**config.mk**
```make
export PLATFORM = sky130hd
export DESIGN_NAME = adcrc_top
export DESIGN_NICKNAME = d
export VERILOG_FILES = /design/src/common/adcrc_pkg.sv /design/src/common/adcrc_clk_if.sv /design/src/hw/adcrc_top.sv /design/src/hw/adcrc_prescaler.sv
export SDC_FILE = /design/constraint.sdc
export NUM_CORES = 1
export LEC_CHECK = 0
export ABC_AREA = 1
export BUFFER_PORTS_ARGS = -buffer_cell sky130_fd_sc_hd__buf_2
export CAP_MARGIN = 40
export CORE_ASPECT_RATIO = 0.75
export CORE_MARGIN = 1
export CORE_UTILIZATION = 31
export CTS_CLUSTER_SIZE = 20
export DETAILED_ROUTE_END_ITERATION = 16
export PLACE_DENSITY = 0.52
export SYNTH_ARGS = -nofsm -noshare
export SYNTH_HDL_FRONTEND = slang
export SYNTH_SLANG_ARGS = --single-unit
```
**constraint.sdc**
```tcl
create_clock -name core_clk -period 3.1 [get_ports core_clk]
set_input_delay 0.31 -clock core_clk [delete_from_list [all_inputs] [get_ports core_clk]]
set_output_delay 0.31 -clock core_clk [all_outputs]
set_load 0.01 [all_outputs]
```
**src/common/adcrc_pkg.sv**
```systemverilog
/*
 * Constants for the converter control block: register offsets, field positions,
 * reset values, channel codes, result formats and converter timing.
 * Assumes nothing of its surroundings beyond a SystemVerilog compiler.
 */
package adcrc_pkg;

    // Register byte offsets on the AXI4-Lite bus.
    localparam logic [3:0] ADCRC_OFF_STATUS_CONTROL = 4'h0;
    localparam logic [3:0] ADCRC_OFF_RESULT_HIGH    = 4'h4;
    localparam logic [3:0] ADCRC_OFF_RESULT_LOW     = 4'h8;
    localparam logic [3:0] ADCRC_OFF_CLOCK_CONFIG   = 4'hc;

    // Status and control register fields.
    localparam int ADCRC_SC_DONE_BIT = 7;
    localparam int ADCRC_SC_IRQEN_BIT = 6;
    localparam int ADCRC_SC_CONT_BIT = 5;
    localparam int ADCRC_SC_CHAN_LSB = 0;
    localparam int ADCRC_CHAN_W      = 5;

    // Clock configuration register fields.
    localparam int ADCRC_CK_DIV_LSB  = 5;
    localparam int ADCRC_CK_SRC_BIT  = 4;
    localparam int ADCRC_CK_FMT_LSB  = 2;

    // Reset values: converter powered off, oscillator source, right-aligned.
    localparam logic [7:0] ADCRC_SC_RESET = 8'h1f;
    localparam logic [7:0] ADCRC_CK_RESET = 8'h04;

    // Channel codes of note.
    localparam logic [4:0] ADCRC_CHAN_LAST_EXT = 5'h17;
    localparam logic [4:0] ADCRC_CHAN_REF_HIGH = 5'h1d;
    localparam logic [4:0] ADCRC_CHAN_REF_LOW  = 5'h1e;
    localparam logic [4:0] ADCRC_CHAN_OFF      = 5'h1f;

    // Result placement formats.
    typedef enum logic [1:0] {
        ADCRC_FMT_TRUNC  = 2'h0,
        ADCRC_FMT_RIGHT  = 2'h1,
        ADCRC_FMT_LEFT   = 2'h2,
        ADCRC_FMT_SIGNED = 2'h3
    } adcrc_fmt_t;

    // One conversion lasts this many converter clock periods.
    localparam int ADCRC_CONV_CYCLES = 17;
    localparam int ADCRC_RESULT_W    = 10;

endpackage

```
**src/common/adcrc_clk_if.sv**
```systemverilog
/*
 * Interface between the control block and its converter clock prescaler.
 * Assumes one system clock shared by both ends.
 */
`timescale 1ns/1ps
interface adcrc_clk_if;
    logic       oscTick;
    logic       selectBus;
    logic [2:0] prescale;
    logic       restart;
    logic       convTick;

    modport ctrl (output selectBus, output prescale, output restart, output oscTick,
                  input convTick);
    modport div (input selectBus, input prescale, input restart, input oscTick,
                 output convTick);
endinterface

```
**src/hw/adcrc_top.sv**
```systemverilog
/*
 * Converter digital control: channel select, conversion sequencing, result
 * formatting with high/low read interlock, and clock source and prescaler,
 * reached over AXI4-Lite.
 * Assumes an analog core that samples convChannel and delivers a 10-bit code
 * on convData by the end of each conversion, and a synchronous oscillator tick.
 */
//
// What this block does
// - Five-bit channel code selects inputs zero to 23.
// - All-ones channel code powers the converter off.
// - First conversion after power-off is for settling.
// - Codes 29 and 30 select high, low reference.
// - Codes 24 to 28 give undefined results.
// - Left format: top eight high, two low bits.
// - Right format: two MSBs high, eight LSBs low.
// - Signed left format inverts the result MSB.
// - Truncation puts top eight in low byte.
// - Reading high byte freezes low until read.
// - Truncation byte refreshes on every conversion end.
// - Prescaler divides by one, two, four, eight, sixteen.
// - Select bit: one bus clock, zero oscillator.
// - Format field selects placement, resets right-aligned.
// - One conversion per write unless continuous mode.
// - Done flag sets at end, clears on read.
// - Interrupt at end, cleared by read or write.
// - With interrupts enabled done flag reads zero.
`timescale 1ns/1ps
module adcrc_top (
    // Clock and reset.
    input  wire logic        core_clk,
    input  wire logic        nrst,
    // Oscillator tick, one cycle per oscillator period.
    input  wire logic        oscTick,
    // AXI4-Lite write address and data.
    input  wire logic [3:0]  s_axi_awaddr,
    input  wire logic        s_axi_awvalid,
    output logic             s_axi_awready,
    input  wire logic [31:0] s_axi_wdata,
    input  wire logic [3:0]  s_axi_wstrb,
    input  wire logic        s_axi_wvalid,
    output logic             s_axi_wready,
    // AXI4-Lite write response.
    output logic [1:0]       s_axi_bresp,
    output logic             s_axi_bvalid,
    input  wire logic        s_axi_bready,
    // AXI4-Lite read.
    input  wire logic [3:0]  s_axi_araddr,
    input  wire logic        s_axi_arvalid,
    output logic             s_axi_arready,
    output logic [31:0]      s_axi_rdata,
    output logic [1:0]       s_axi_rresp,
    output logic             s_axi_rvalid,
    input  wire logic        s_axi_rready,
    // Analog core.
    output logic [4:0]       convChannel,
    output logic             convPowerDown,
    output logic             convStart,
    output logic             convSettling,
    input  wire logic [9:0]  convData,
    // Conversion interrupt request.
    output logic             convIrq
);
    import adcrc_pkg::*;

    typedef enum logic [2:0] {
        ADCRC_ST_IDLE = 3'b001,
        ADCRC_ST_CONV = 3'b010,
        ADCRC_ST_DONE = 3'b100
    } adcrc_state_t;

    ////////////////////////////////////////////////////////////////////////////
    // Registers and prescaler.

    logic [7:0]   scCtrl_reg;
    logic [7:0]   ckCfg_reg;
    adcrc_state_t state_reg;
    logic [4:0]   cycleCount_reg;
    logic         settle_reg;
    logic         doneFlag_reg;
    logic         irq_reg;
    logic [7:0]   resHigh_reg;
    logic [7:0]   resLow_reg;
    logic         lowFrozen_reg;
    logic         awTaken_reg;
    logic         wTaken_reg;
    logic [3:0]   awAddr_reg;
    logic [7:0]   wByte_reg;
    logic         wLane_reg;

    adcrc_clk_if ck ();

    adcrc_prescaler u_prescaler (
        .core_clk (core_clk),
        .nrst     (nrst),
        .ck       (ck)
    );

    logic [4:0] channel;
    logic       powerOff;
    logic       irqEnable;
    logic       contMode;
    adcrc_fmt_t fmt;
    logic       scWrite;
    logic       hiRead;
    logic       loRead;
    logic       convEnd;

    assign channel   = scCtrl_reg[ADCRC_SC_CHAN_LSB +: ADCRC_CHAN_W];
    assign irqEnable = scCtrl_reg[ADCRC_SC_IRQEN_BIT];
    assign contMode  = scCtrl_reg[ADCRC_SC_CONT_BIT];
    assign fmt       = adcrc_fmt_t'(ckCfg_reg[ADCRC_CK_FMT_LSB +: 2]);
    assign powerOff  = (channel == ADCRC_CHAN_OFF);

    assign ck.oscTick   = oscTick;
    assign ck.selectBus = ckCfg_reg[ADCRC_CK_SRC_BIT];
    assign ck.prescale  = ckCfg_reg[ADCRC_CK_DIV_LSB +: 3];
    assign ck.restart   = scWrite;

    ////////////////////////////////////////////////////////////////////////////
    // AXI4-Lite write path: address and data accepted in either order.

    logic wrFire;
    assign s_axi_awready = !awTaken_reg && !s_axi_bvalid;
    assign s_axi_wready  = !wTaken_reg && !s_axi_bvalid;
    assign wrFire        = awTaken_reg && wTaken_reg && !s_axi_bvalid;
    assign scWrite = wrFire && wLane_reg && (awAddr_reg == ADCRC_OFF_STATUS_CONTROL);
    assign s_axi_bresp = 2'h0;

    // Holding both halves lets the master present them in any order.
    always_ff @(posedge core_clk or negedge nrst) begin
        if (!nrst) begin
            awTaken_reg <= 1'b0;
            wTaken_reg  <= 1'b0;
            awAddr_reg  <= 4'h0;
            wByte_reg   <= 8'h00;
            wLane_reg   <= 1'b0;
            s_axi_bvalid <= 1'b0;
        end else begin
            if (s_axi_awvalid && s_axi_awready) begin
                awTaken_reg <= 1'b1;
                awAddr_reg  <= s_axi_awaddr;
            end
            if (s_axi_wvalid && s_axi_wready) begin
                wTaken_reg <= 1'b1;
                wByte_reg  <= s_axi_wdata[7:0];
                wLane_reg  <= s_axi_wstrb[0];
            end
            if (wrFire) begin
                awTaken_reg  <= 1'b0;
                wTaken_reg   <= 1'b0;
                s_axi_bvalid <= 1'b1;
            end else if (s_axi_bready) begin
                s_axi_bvalid <= 1'b0;
            end
        end
    end

    // Register writes; the done bit position is not writable.
    always_ff @(posedge core_clk or negedge nrst) begin
        if (!nrst) begin
            scCtrl_reg <= ADCRC_SC_RESET;
            ckCfg_reg  <= ADCRC_CK_RESET;
        end else if (wrFire && wLane_reg) begin
            if (awAddr_reg == ADCRC_OFF_STATUS_CONTROL) begin
                scCtrl_reg <= {1'b0, wByte_reg[6:0]};
            end
            if (awAddr_reg == ADCRC_OFF_CLOCK_CONFIG) begin
                ckCfg_reg <= {wByte_reg[7:2], 2'h0};
            end
        end
    end

    ////////////////////////////////////////////////////////////////////////////
    // AXI4-Lite read path, one read at a time.

    logic [7:0] rdByte;
    logic [7:0] hiView;
    // Truncation leaves the high byte unused, even if it still holds an older result.
    assign hiView = (fmt == ADCRC_FMT_TRUNC) ? 8'h00 : resHigh_reg;
    assign s_axi_arready = !s_axi_rvalid;
    assign s_axi_rresp   = 2'h0;
    assign hiRead = s_axi_arvalid && s_axi_arready && (s_axi_araddr == ADCRC_OFF_RESULT_HIGH);
    assign loRead = s_axi_arvalid && s_axi_arready && (s_axi_araddr == ADCRC_OFF_RESULT_LOW);

    // Read mux; unmapped addresses answer zero with OKAY.
    always_comb begin
        unique case (s_axi_araddr)
            ADCRC_OFF_STATUS_CONTROL: rdByte = {doneFlag_reg && !irqEnable, scCtrl_reg[6:0]};
            ADCRC_OFF_RESULT_HIGH:    rdByte = hiView;
            ADCRC_OFF_RESULT_LOW:     rdByte = resLow_reg;
            ADCRC_OFF_CLOCK_CONFIG:   rdByte = ckCfg_reg;
            default:                  rdByte = 8'h00;
        endcase
    end

    always_ff @(posedge core_clk or negedge nrst) begin
        if (!nrst) begin
            s_axi_rvalid <= 1'b0;
            s_axi_rdata  <= 32'h0000_0000;
        end else if (s_axi_arvalid && s_axi_arready) begin
            s_axi_rvalid <= 1'b1;
            s_axi_rdata  <= {24'h00_0000, rdByte};
        end else if (s_axi_rready) begin
            s_axi_rvalid <= 1'b0;
        end
    end

    ////////////////////////////////////////////////////////////////////////////
    // Conversion sequencer.

    // Each status write starts a fresh conversion, abandoning any running one.
    always_ff @(posedge core_clk or negedge nrst) begin
        if (!nrst) begin
            state_reg      <= ADCRC_ST_IDLE;
            cycleCount_reg <= 5'h00;
        end else if (scWrite) begin
            state_reg      <= ADCRC_ST_CONV;
            cycleCount_reg <= 5'h00;
        end else begin
            unique case (state_reg)
                ADCRC_ST_IDLE: begin
                    cycleCount_reg <= 5'h00;
                end
                ADCRC_ST_CONV: begin
                    if (powerOff) begin
                        state_reg <= ADCRC_ST_IDLE;
                    end else if (ck.convTick) begin
                        if (cycleCount_reg == 5'(ADCRC_CONV_CYCLES - 1)) begin
                            state_reg <= ADCRC_ST_DONE;
                        end else begin
                            cycleCount_reg <= cycleCount_reg + 5'h01;
                        end
                    end
                end
                ADCRC_ST_DONE: begin
                    cycleCount_reg <= 5'h00;
                    state_reg <= contMode ? ADCRC_ST_CONV : ADCRC_ST_IDLE;
                end
                default: state_reg <= ADCRC_ST_IDLE;
            endcase
        end
    end

    assign convEnd = (state_reg == ADCRC_ST_DONE);
    // Codes 0..23 reach pins, 29/30 the references; 24..28 pass on unchecked.
    assign convChannel   = channel;
    assign convPowerDown = powerOff;
    assign convStart     = (state_reg == ADCRC_ST_CONV) && (cycleCount_reg == 5'h00)
                           && ck.convTick && !powerOff;

    // The first conversion after leaving power-off is flagged as settling.
    always_ff @(posedge core_clk or negedge nrst) begin
        if (!nrst) begin
            settle_reg <= 1'b1;
        end else if (powerOff) begin
            settle_reg <= 1'b1;
        end else if (convEnd) begin
            settle_reg <= 1'b0;
        end
    end
    // The power-off code itself counts as settling, so the pin rises with the code.
    assign convSettling = settle_reg || powerOff;

    ////////////////////////////////////////////////////////////////////////////
    // Result formatting and interlock.

    logic [7:0] fmtHigh;
    logic [7:0] fmtLow;
    always_comb begin
        unique case (fmt)
            ADCRC_FMT_TRUNC: begin
                fmtHigh = 8'h00;
                fmtLow  = convData[9:2];
            end
            ADCRC_FMT_RIGHT: begin
                fmtHigh = {6'h00, convData[9:8]};
                fmtLow  = convData[7:0];
            end
            ADCRC_FMT_LEFT: begin
                fmtHigh = convData[9:2];
                fmtLow  = {convData[1:0], 6'h00};
            end
            ADCRC_FMT_SIGNED: begin
                fmtHigh = {~convData[9], convData[8:2]};
                fmtLow  = {convData[1:0], 6'h00};
            end
        endcase
    end

    // While frozen, finished results are dropped; truncation never freezes.
    always_ff @(posedge core_clk or negedge nrst) begin
        if (!nrst) begin
            resHigh_reg   <= 8'h00;
            resLow_reg    <= 8'h00;
            lowFrozen_reg <= 1'b0;
        end else begin
            // A high-byte read in the same cycle also blocks the store, so both
            // bytes that software reads come from one result.
            if (convEnd && (fmt == ADCRC_FMT_TRUNC
                            || (!lowFrozen_reg && !hiRead))) begin
                resHigh_reg <= fmtHigh;
                resLow_reg  <= fmtLow;
            end
            if (loRead || fmt == ADCRC_FMT_TRUNC) begin
                lowFrozen_reg <= 1'b0;
            end else if (hiRead) begin
                lowFrozen_reg <= 1'b1;
            end
        end
    end

    ////////////////////////////////////////////////////////////////////////////
    // Done flag and interrupt request; a new end wins over a same-cycle clear.

    always_ff @(posedge core_clk or negedge nrst) begin
        if (!nrst) begin
            doneFlag_reg <= 1'b0;
            irq_reg      <= 1'b0;
        end else begin
            if (convEnd && !irqEnable) begin
                doneFlag_reg <= 1'b1;
            end else if (hiRead || loRead || irqEnable) begin
                doneFlag_reg <= 1'b0;
            end
            if (convEnd && irqEnable) begin
                irq_reg <= 1'b1;
            end else if (hiRead || loRead || scWrite || !irqEnable) begin
                irq_reg <= 1'b0;
            end
        end
    end
    assign convIrq = irq_reg;

endmodule

```
**src/hw/adcrc_prescaler.sv**
```systemverilog
/*
 * Converter clock prescaler: picks the bus clock or oscillator tick as input
 * and divides it by 1, 2, 4, 8 or 16 into a one-cycle enable pulse.
 * Assumes the oscillator tick is a one-cycle pulse synchronous to core_clk.
 */
`timescale 1ns/1ps
module adcrc_prescaler (
    // Clock and reset.
    input wire logic    core_clk,
    input wire logic    nrst,
    // Control side.
    adcrc_clk_if.div    ck
);
    import adcrc_pkg::*;

    logic [3:0] divCount_reg;
    logic       srcTick;
    logic [3:0] divMask;

    // Bus clock runs every cycle; the oscillator only on its tick.
    assign srcTick = ck.selectBus ? 1'b1 : ck.oscTick;

    // Any ratio with the top bit set divides by sixteen.
    always_comb begin
        unique case (ck.prescale)
            3'h0:    divMask = 4'h0;
            3'h1:    divMask = 4'h1;
            3'h2:    divMask = 4'h3;
            3'h3:    divMask = 4'h7;
            default: divMask = 4'hf;
        endcase
    end

    // Free counter; restart realigns it so a new conversion starts cleanly.
    always_ff @(posedge core_clk or negedge nrst) begin
        if (!nrst) begin
            divCount_reg <= 4'h0;
        end else if (ck.restart) begin
            divCount_reg <= 4'h0;
        end else if (srcTick) begin
            divCount_reg <= divCount_reg + 4'h1;
        end
    end

    assign ck.convTick = srcTick && ((divCount_reg & divMask) == divMask);
endmodule

```
# After elaboration in Yosys (flattened, before gate mapping)
# Cells that the tools add are included.
# word_totals
reg_bits,70
in_bits,62
out_inout_bits,50
word_cells,136
# classes
addsub,2
eq_ne,22
mux,35
bitwise,2
reduce_logical,56
# op_table
op,n
8-bit case mux with 4 select lines,2
8-bit case mux with 3 select lines,1
1-bit logical AND,20
5-bit two-way mux,4
2-bit nonzero test,9
1-bit two-way mux,17
4-bit case mux with 4 select lines,1
"4-bit == test, second input constant",3
3-bit two-way mux,4
"5-bit == test, second input constant",2
5-bit case mux with 2 select lines,1
"3-bit by 2-bit == test with 1-bit output, second input constant",3
"3-bit inequality test, second input constant",3
3-bit case mux with 3 select lines,1
1-bit logical NOT,8
4-bit logical NOT,2
4-bit two-way mux,2
8-bit two-way mux,1
"4-bit inequality test, second input constant",2
1-bit logical OR,7
"3-bit by 1-bit == test with 1-bit output, second input constant",2
"5-bit by 1-bit adder with 5-bit output, second input constant",1
5-bit logical NOT,1
"4-bit by 1-bit adder with 4-bit output, second input constant",1
other kinds (16),19

# Logic depth before layout (Yosys ltp)
# logic_depth
depth_word,9
ltp_mapped,9
depth_no_buf,9

# Cells and area by module
# Synthesis repeated with hierarchy kept, for this count alone.
# hier_totals
cells_unflattened,480
hier_area_um2,3926.3
# by_module_without_submodules
module,instances,cells_per_inst,area_each_um2
adcrc_top,1,443,3672.3
adcrc_prescaler,1,37,254.0

# Worst setup path before layout
# Ideal clock, no wire load.
# synth_timing
path_type,register to output
from,reg scCtrl_reg[2]
to,out convStart
arrival_time_ns,1.074
required_ns,2.790
setup_slack_ns,1.716
stages_incl_launch_ff,7
n_path_buf,0
path_cell_list,dfstp_2 -> nand2_1 -> nor2_1 -> nand2_1 -> nand2_1 -> inv_1 -> and3_1
# synth_via
elab_chain_cells,3
# synth_lines
item,line_no,source
"start, declared",adcrc_top.sv:75,logic [7:0] scCtrl_reg;
"start signal, assigned",adcrc_top.sv:166,"scCtrl_reg <= {1'b0, wByte_reg[6:0]};"
5-bit == test,adcrc_top.sv:113,assign powerOff = (channel == ADCRC_CHAN_OFF);
1-bit logical NOT,adcrc_top.sv:250,&& ck.convTick && !powerOff;
1-bit logical AND,adcrc_top.sv:250,
"end, declared",adcrc_top.sv:58,"output logic convStart,"
# Every way passes these cells.

# Worst setup path after layout
# layout_timing
from,reg scCtrl_reg[1]
to,out convStart
# Same word-level chain as after synthesis.

==> metrics.txt <==
# TYPE chip_impl_metric gauge
chip_impl_info{name="final_cell_mix",value="nand2_1, dfrtp_1, buf_2"} 1
chip_impl_metric{name="synth-warning-count",unit=""} 0
chip_impl_info{name="ordered_cell_list_for_the_critical_path",value="nand2_1, nor2_1, nand2_1, nand2_1, inv_1, and3_1, buf_2"} 1
chip_impl_metric{name="stdcell_area",unit="µm²"} 4370
chip_impl_metric{name="power.static_leakage",unit="nW"} 2.29
chip_impl_metric{name="vias",unit=""} 3006
chip_impl_metric{name="dr.pass1.iters",unit=""} 4
chip_impl_info{name="worstHoldPathType",value="in2reg"} 1
chip_impl_metric{name="wire_per_inst",unit="µm"} 12.8
chip_impl_metric{name="synthesis.instances",unit=""} 457
chip_impl_metric{name="layout.cells.non_filler",unit=""} 677
chip_impl_metric{name="achievable-frequency",unit="MHz"} 481
chip_impl_metric{name="maximum_number_of_pins_on_one_net_before_global_route_repair",unit=""} 31
chip_impl_info{name="yosys_most_used_dff",value="dfrtp_1"} 1
chip_impl_metric{name="grt_pass1_wl",unit="µm"} 14500
chip_impl_metric{name="post_synth_num_cell_types",unit=""} 36
chip_impl_metric{name="count_of_pins_over_their_slew_limit",unit=""} 0
chip_impl_metric{name="drv_cap",unit=""} 0
chip_impl_metric{name="dpl.hpwl",unit="µm"} 6410
chip_impl_info{name="layout_commonest_cell",value="nand2_1"} 1
chip_impl_metric{name="port-buffer-count",unit=""} 56
chip_impl_metric{name="finalCriticalPeriod",unit="ns"} 2.08
chip_impl_metric{name="post_route_cells_drive_above_1_share",unit=""} 0.196
chip_impl_metric{name="design.final.nets",unit=""} 575
chip_impl_metric{name="syn_avg_cell_area",unit="µm²"} 8.16
chip_impl_metric{name="cts.htree.levels",unit=""} 3
chip_impl_metric{name="worstSkewPairLatency",unit="ns"} 0.33
chip_impl_metric{name="clock_skew",unit="ns"} 0.00676
chip_impl_metric{name="grtUsageTotal",unit=""} 0.153
chip_impl_metric{name="setup_viol",unit=""} 0
chip_impl_metric{name="placeable_core_region",unit="µm²"} 11700
chip_impl_info{name="cts.root.buffer_cell",value="clkbuf_16"} 1
chip_impl_metric{name="critPathMaxStageDelay",unit="ns"} 0.58
chip_impl_metric{name="final-hold-violation-count",unit=""} 0
chip_impl_info{name="setup.worst_path.start_class",value="flop"} 1
chip_impl_metric{name="r2r_cells",unit=""} 6
chip_impl_info{name="critical_path.slowest_cell",value="dfstp_2"} 1
chip_impl_metric{name="worstMarginPinSlew",unit="ns"} 0.597
chip_impl_metric{name="cts-buffers-inserted",unit=""} 9
chip_impl_metric{name="cp_data_required_time",unit="ns"} 2.79
chip_impl_metric{name="vias_per_cell",unit=""} 4.44
chip_impl_metric{name="cts_sinks",unit=""} 70
chip_impl_metric{name="vertical_extent_of_the_die",unit="µm"} 97.0
chip_impl_info{name="cp_common_cell",value="nand2_1"} 1
chip_impl_metric{name="area_delta_synth_final",unit="%"} 17.2
chip_impl_metric{name="die-width",unit="µm"} 129
chip_impl_metric{name="n_fill_cell",unit=""} 1263
chip_impl_metric{name="synth_edf_count",unit=""} 0
chip_impl_metric{name="route.antenna.remaining_nets",unit=""} 0
chip_impl_metric{name="fp.dieArea",unit="µm²"} 12500
chip_impl_metric{name="synth-seq-cells",unit=""} 70
chip_impl_metric{name="globalplace.congestion",unit=""} 0.789
chip_impl_metric{name="max_slew_headroom_at_the_worst_pin",unit=""} 0.600
chip_impl_metric{name="ctsLongestPathBuffers",unit=""} 2
chip_impl_info{name="synth_area_leaders",value="dfrtp_1, nand2_1, buf_4"} 1
chip_impl_info{name="synth.largest_area_cell",value="dfrtp_1"} 1
chip_impl_metric{name="grt_overflow_total",unit=""} 0
chip_impl_metric{name="vdd_ir_drop_max",unit="µV"} 304
chip_impl_metric{name="post_cts_repair_setup_buffers",unit=""} 0
chip_impl_metric{name="rows",unit=""} 34
chip_impl_metric{name="antenna-diode-count",unit=""} 0
chip_impl_metric{name="p_per_area",unit="nW/µm²"} 720
chip_impl_metric{name="io_pins",unit=""} 112
chip_impl_info{name="clock_tree_from_tritoncts",value="yes"} 1
chip_impl_metric{name="synthArstFlopShare",unit=""} 1.00
chip_impl_info{name="rsz_0062_raised_after_global_routing",value="no"} 1
chip_impl_metric{name="floorplan.initialDensity",unit=""} 0.320
chip_impl_metric{name="synth_sequential_area_ratio",unit=""} 0.472
chip_impl_metric{name="grt_pass1_vias",unit=""} 2813
chip_impl_metric{name="power",unit="mW"} 3.15
chip_impl_metric{name="syn_area",unit="µm²"} 3730
chip_impl_metric{name="tns",unit="ns"} 0
chip_impl_info{name="worstSetupEndpointType",value="output pin"} 1
chip_impl_metric{name="dpl-instance-area",unit="µm²"} 4010
chip_impl_metric{name="route.final.wire_length",unit="µm"} 8690
chip_impl_metric{name="synth.top_cell.area_share",unit=""} 0.416
chip_impl_metric{name="post-route-drc-count",unit=""} 0
chip_impl_metric{name="arrival",unit="ns"} 1.77
chip_impl_metric{name="timing.final.crit_share",unit=""} 0.670
chip_impl_metric{name="path_clk_slew",unit="ns"} 0.06
chip_impl_metric{name="number_of_antenna_violations_at_the_first_check_in_global_routing",unit=""} 0
chip_impl_metric{name="drt_first_iter_violations",unit=""} 141
chip_impl_info{name="worst-setup-path-type",value="reg2out"} 1
chip_impl_metric{name="min_delay_path_depth",unit=""} 2
chip_impl_metric{name="critPathMaxFanout",unit=""} 4
chip_impl_info{name="outcome",value="finished, final reports clean"} 1
chip_impl_metric{name="placed_cells",unit=""} 660
critical path, delay by kind of cell (launching register included):
family	cells	cell delay, ns
and+or+nand+nor	5	0.64
DFF	1	0.58
buffers and inverters	2	0.21
kinds of logic (layout without fill, tap and decap cells):
group	after synthesis	count (layout)	share of synthesized area
and+or+nand+nor	244	244	0.295
other	1	28	0.00101
muxes	7	7	0.0211
xor gates and xnor gates	3	3	0.00705
DFF	70	70	0.472
buffers and inverters	87	118	0.128
AOI/OAI and AO/OA	42	42	0.0658
adders and majority gates	3	3	0.0101
cell type report:
cell class / count / area [µm²] / area share
clock inverters: 7 / 121 / 0.0278
clock buffers: 9 / 225 / 0.0515
multi-input cells: 327 / 1590 / 0.364
inverters: 43 / 161 / 0.0369
flip-flops and latches: 70 / 1760 / 0.403
well taps: 162 / 203 / 0.0464
repair buffers: 59 / 305 / 0.0699
cells in the mapped netlist, types with 2 or more instances:
library cell / number
a21oi_1: 11
buf_2: 5
buf_4: 36
clkbuf_1: 2
clkinv_1: 3
dfrtp_1: 62
dfstp_2: 8
ha_1: 3
inv_1: 38
inv_2: 2
mux2_2: 7
nand2_1: 142
nand2_4: 2
nand3_1: 31
nand3b_1: 5
nand4_1: 18
nor2_1: 31
nor3_1: 7
o21ai_0: 19
o221ai_1: 2
o22ai_1: 7
xor2_1: 2
report_power, final:
part           switching [mW]  internal (mW)
clock network           0.413          0.790
registers               0.165           1.13
logic                   0.402          0.249
routing by layer:
layer | routed length, µm | vias to the layer above | track usage
li1 | - | 1533 | -
met1 | 4630 | 1393 | 0.230
met2 | 3530 | 71 | 0.202
met3 | 407 | 9 | 0.0437
met4 | 123 | 0 | 0.0597
met5 | 0 | - | 0
stage by stage:
stage | setup slack [ns] | util | hold slack [ns]
2_1_floorplan | 1.72 | - | 0.0144
3_3_place_gp | 1.26 | 0.344 | 0.341
3_5_place_dp | 1.29 | 0.344 | 0.352
4_1_cts | 1.00 | 0.375 | 0.133
5_1_grt | 0.868 | 0.375 | 0.144
6_report | 1.02 | 0.375 | 0.147
path summary, 6_finish.rpt:
path                                      from             end  slack, ns
max in group asynchronous                 nrst   scCtrl_reg[3]       1.77
worst max register to register    ckCfg_reg[3]  resHigh_reg[4]       1.26
min in group asynchronous                 nrst  s_axi_rdata[4]       0.50
worst min-delay path              s_axi_bready    s_axi_bvalid       0.15
worst max-delay path             scCtrl_reg[1]       convStart       1.02
worst min register to register  s_axi_rdata[7]  s_axi_rdata[7]       0.47
timing repair:
item | CTS | global route
resized for setup | 0 | 0
hold buffers | 1 | 0
endpoints found under the hold margin | 19 | 0
Power figures use the tool's default switching activity.
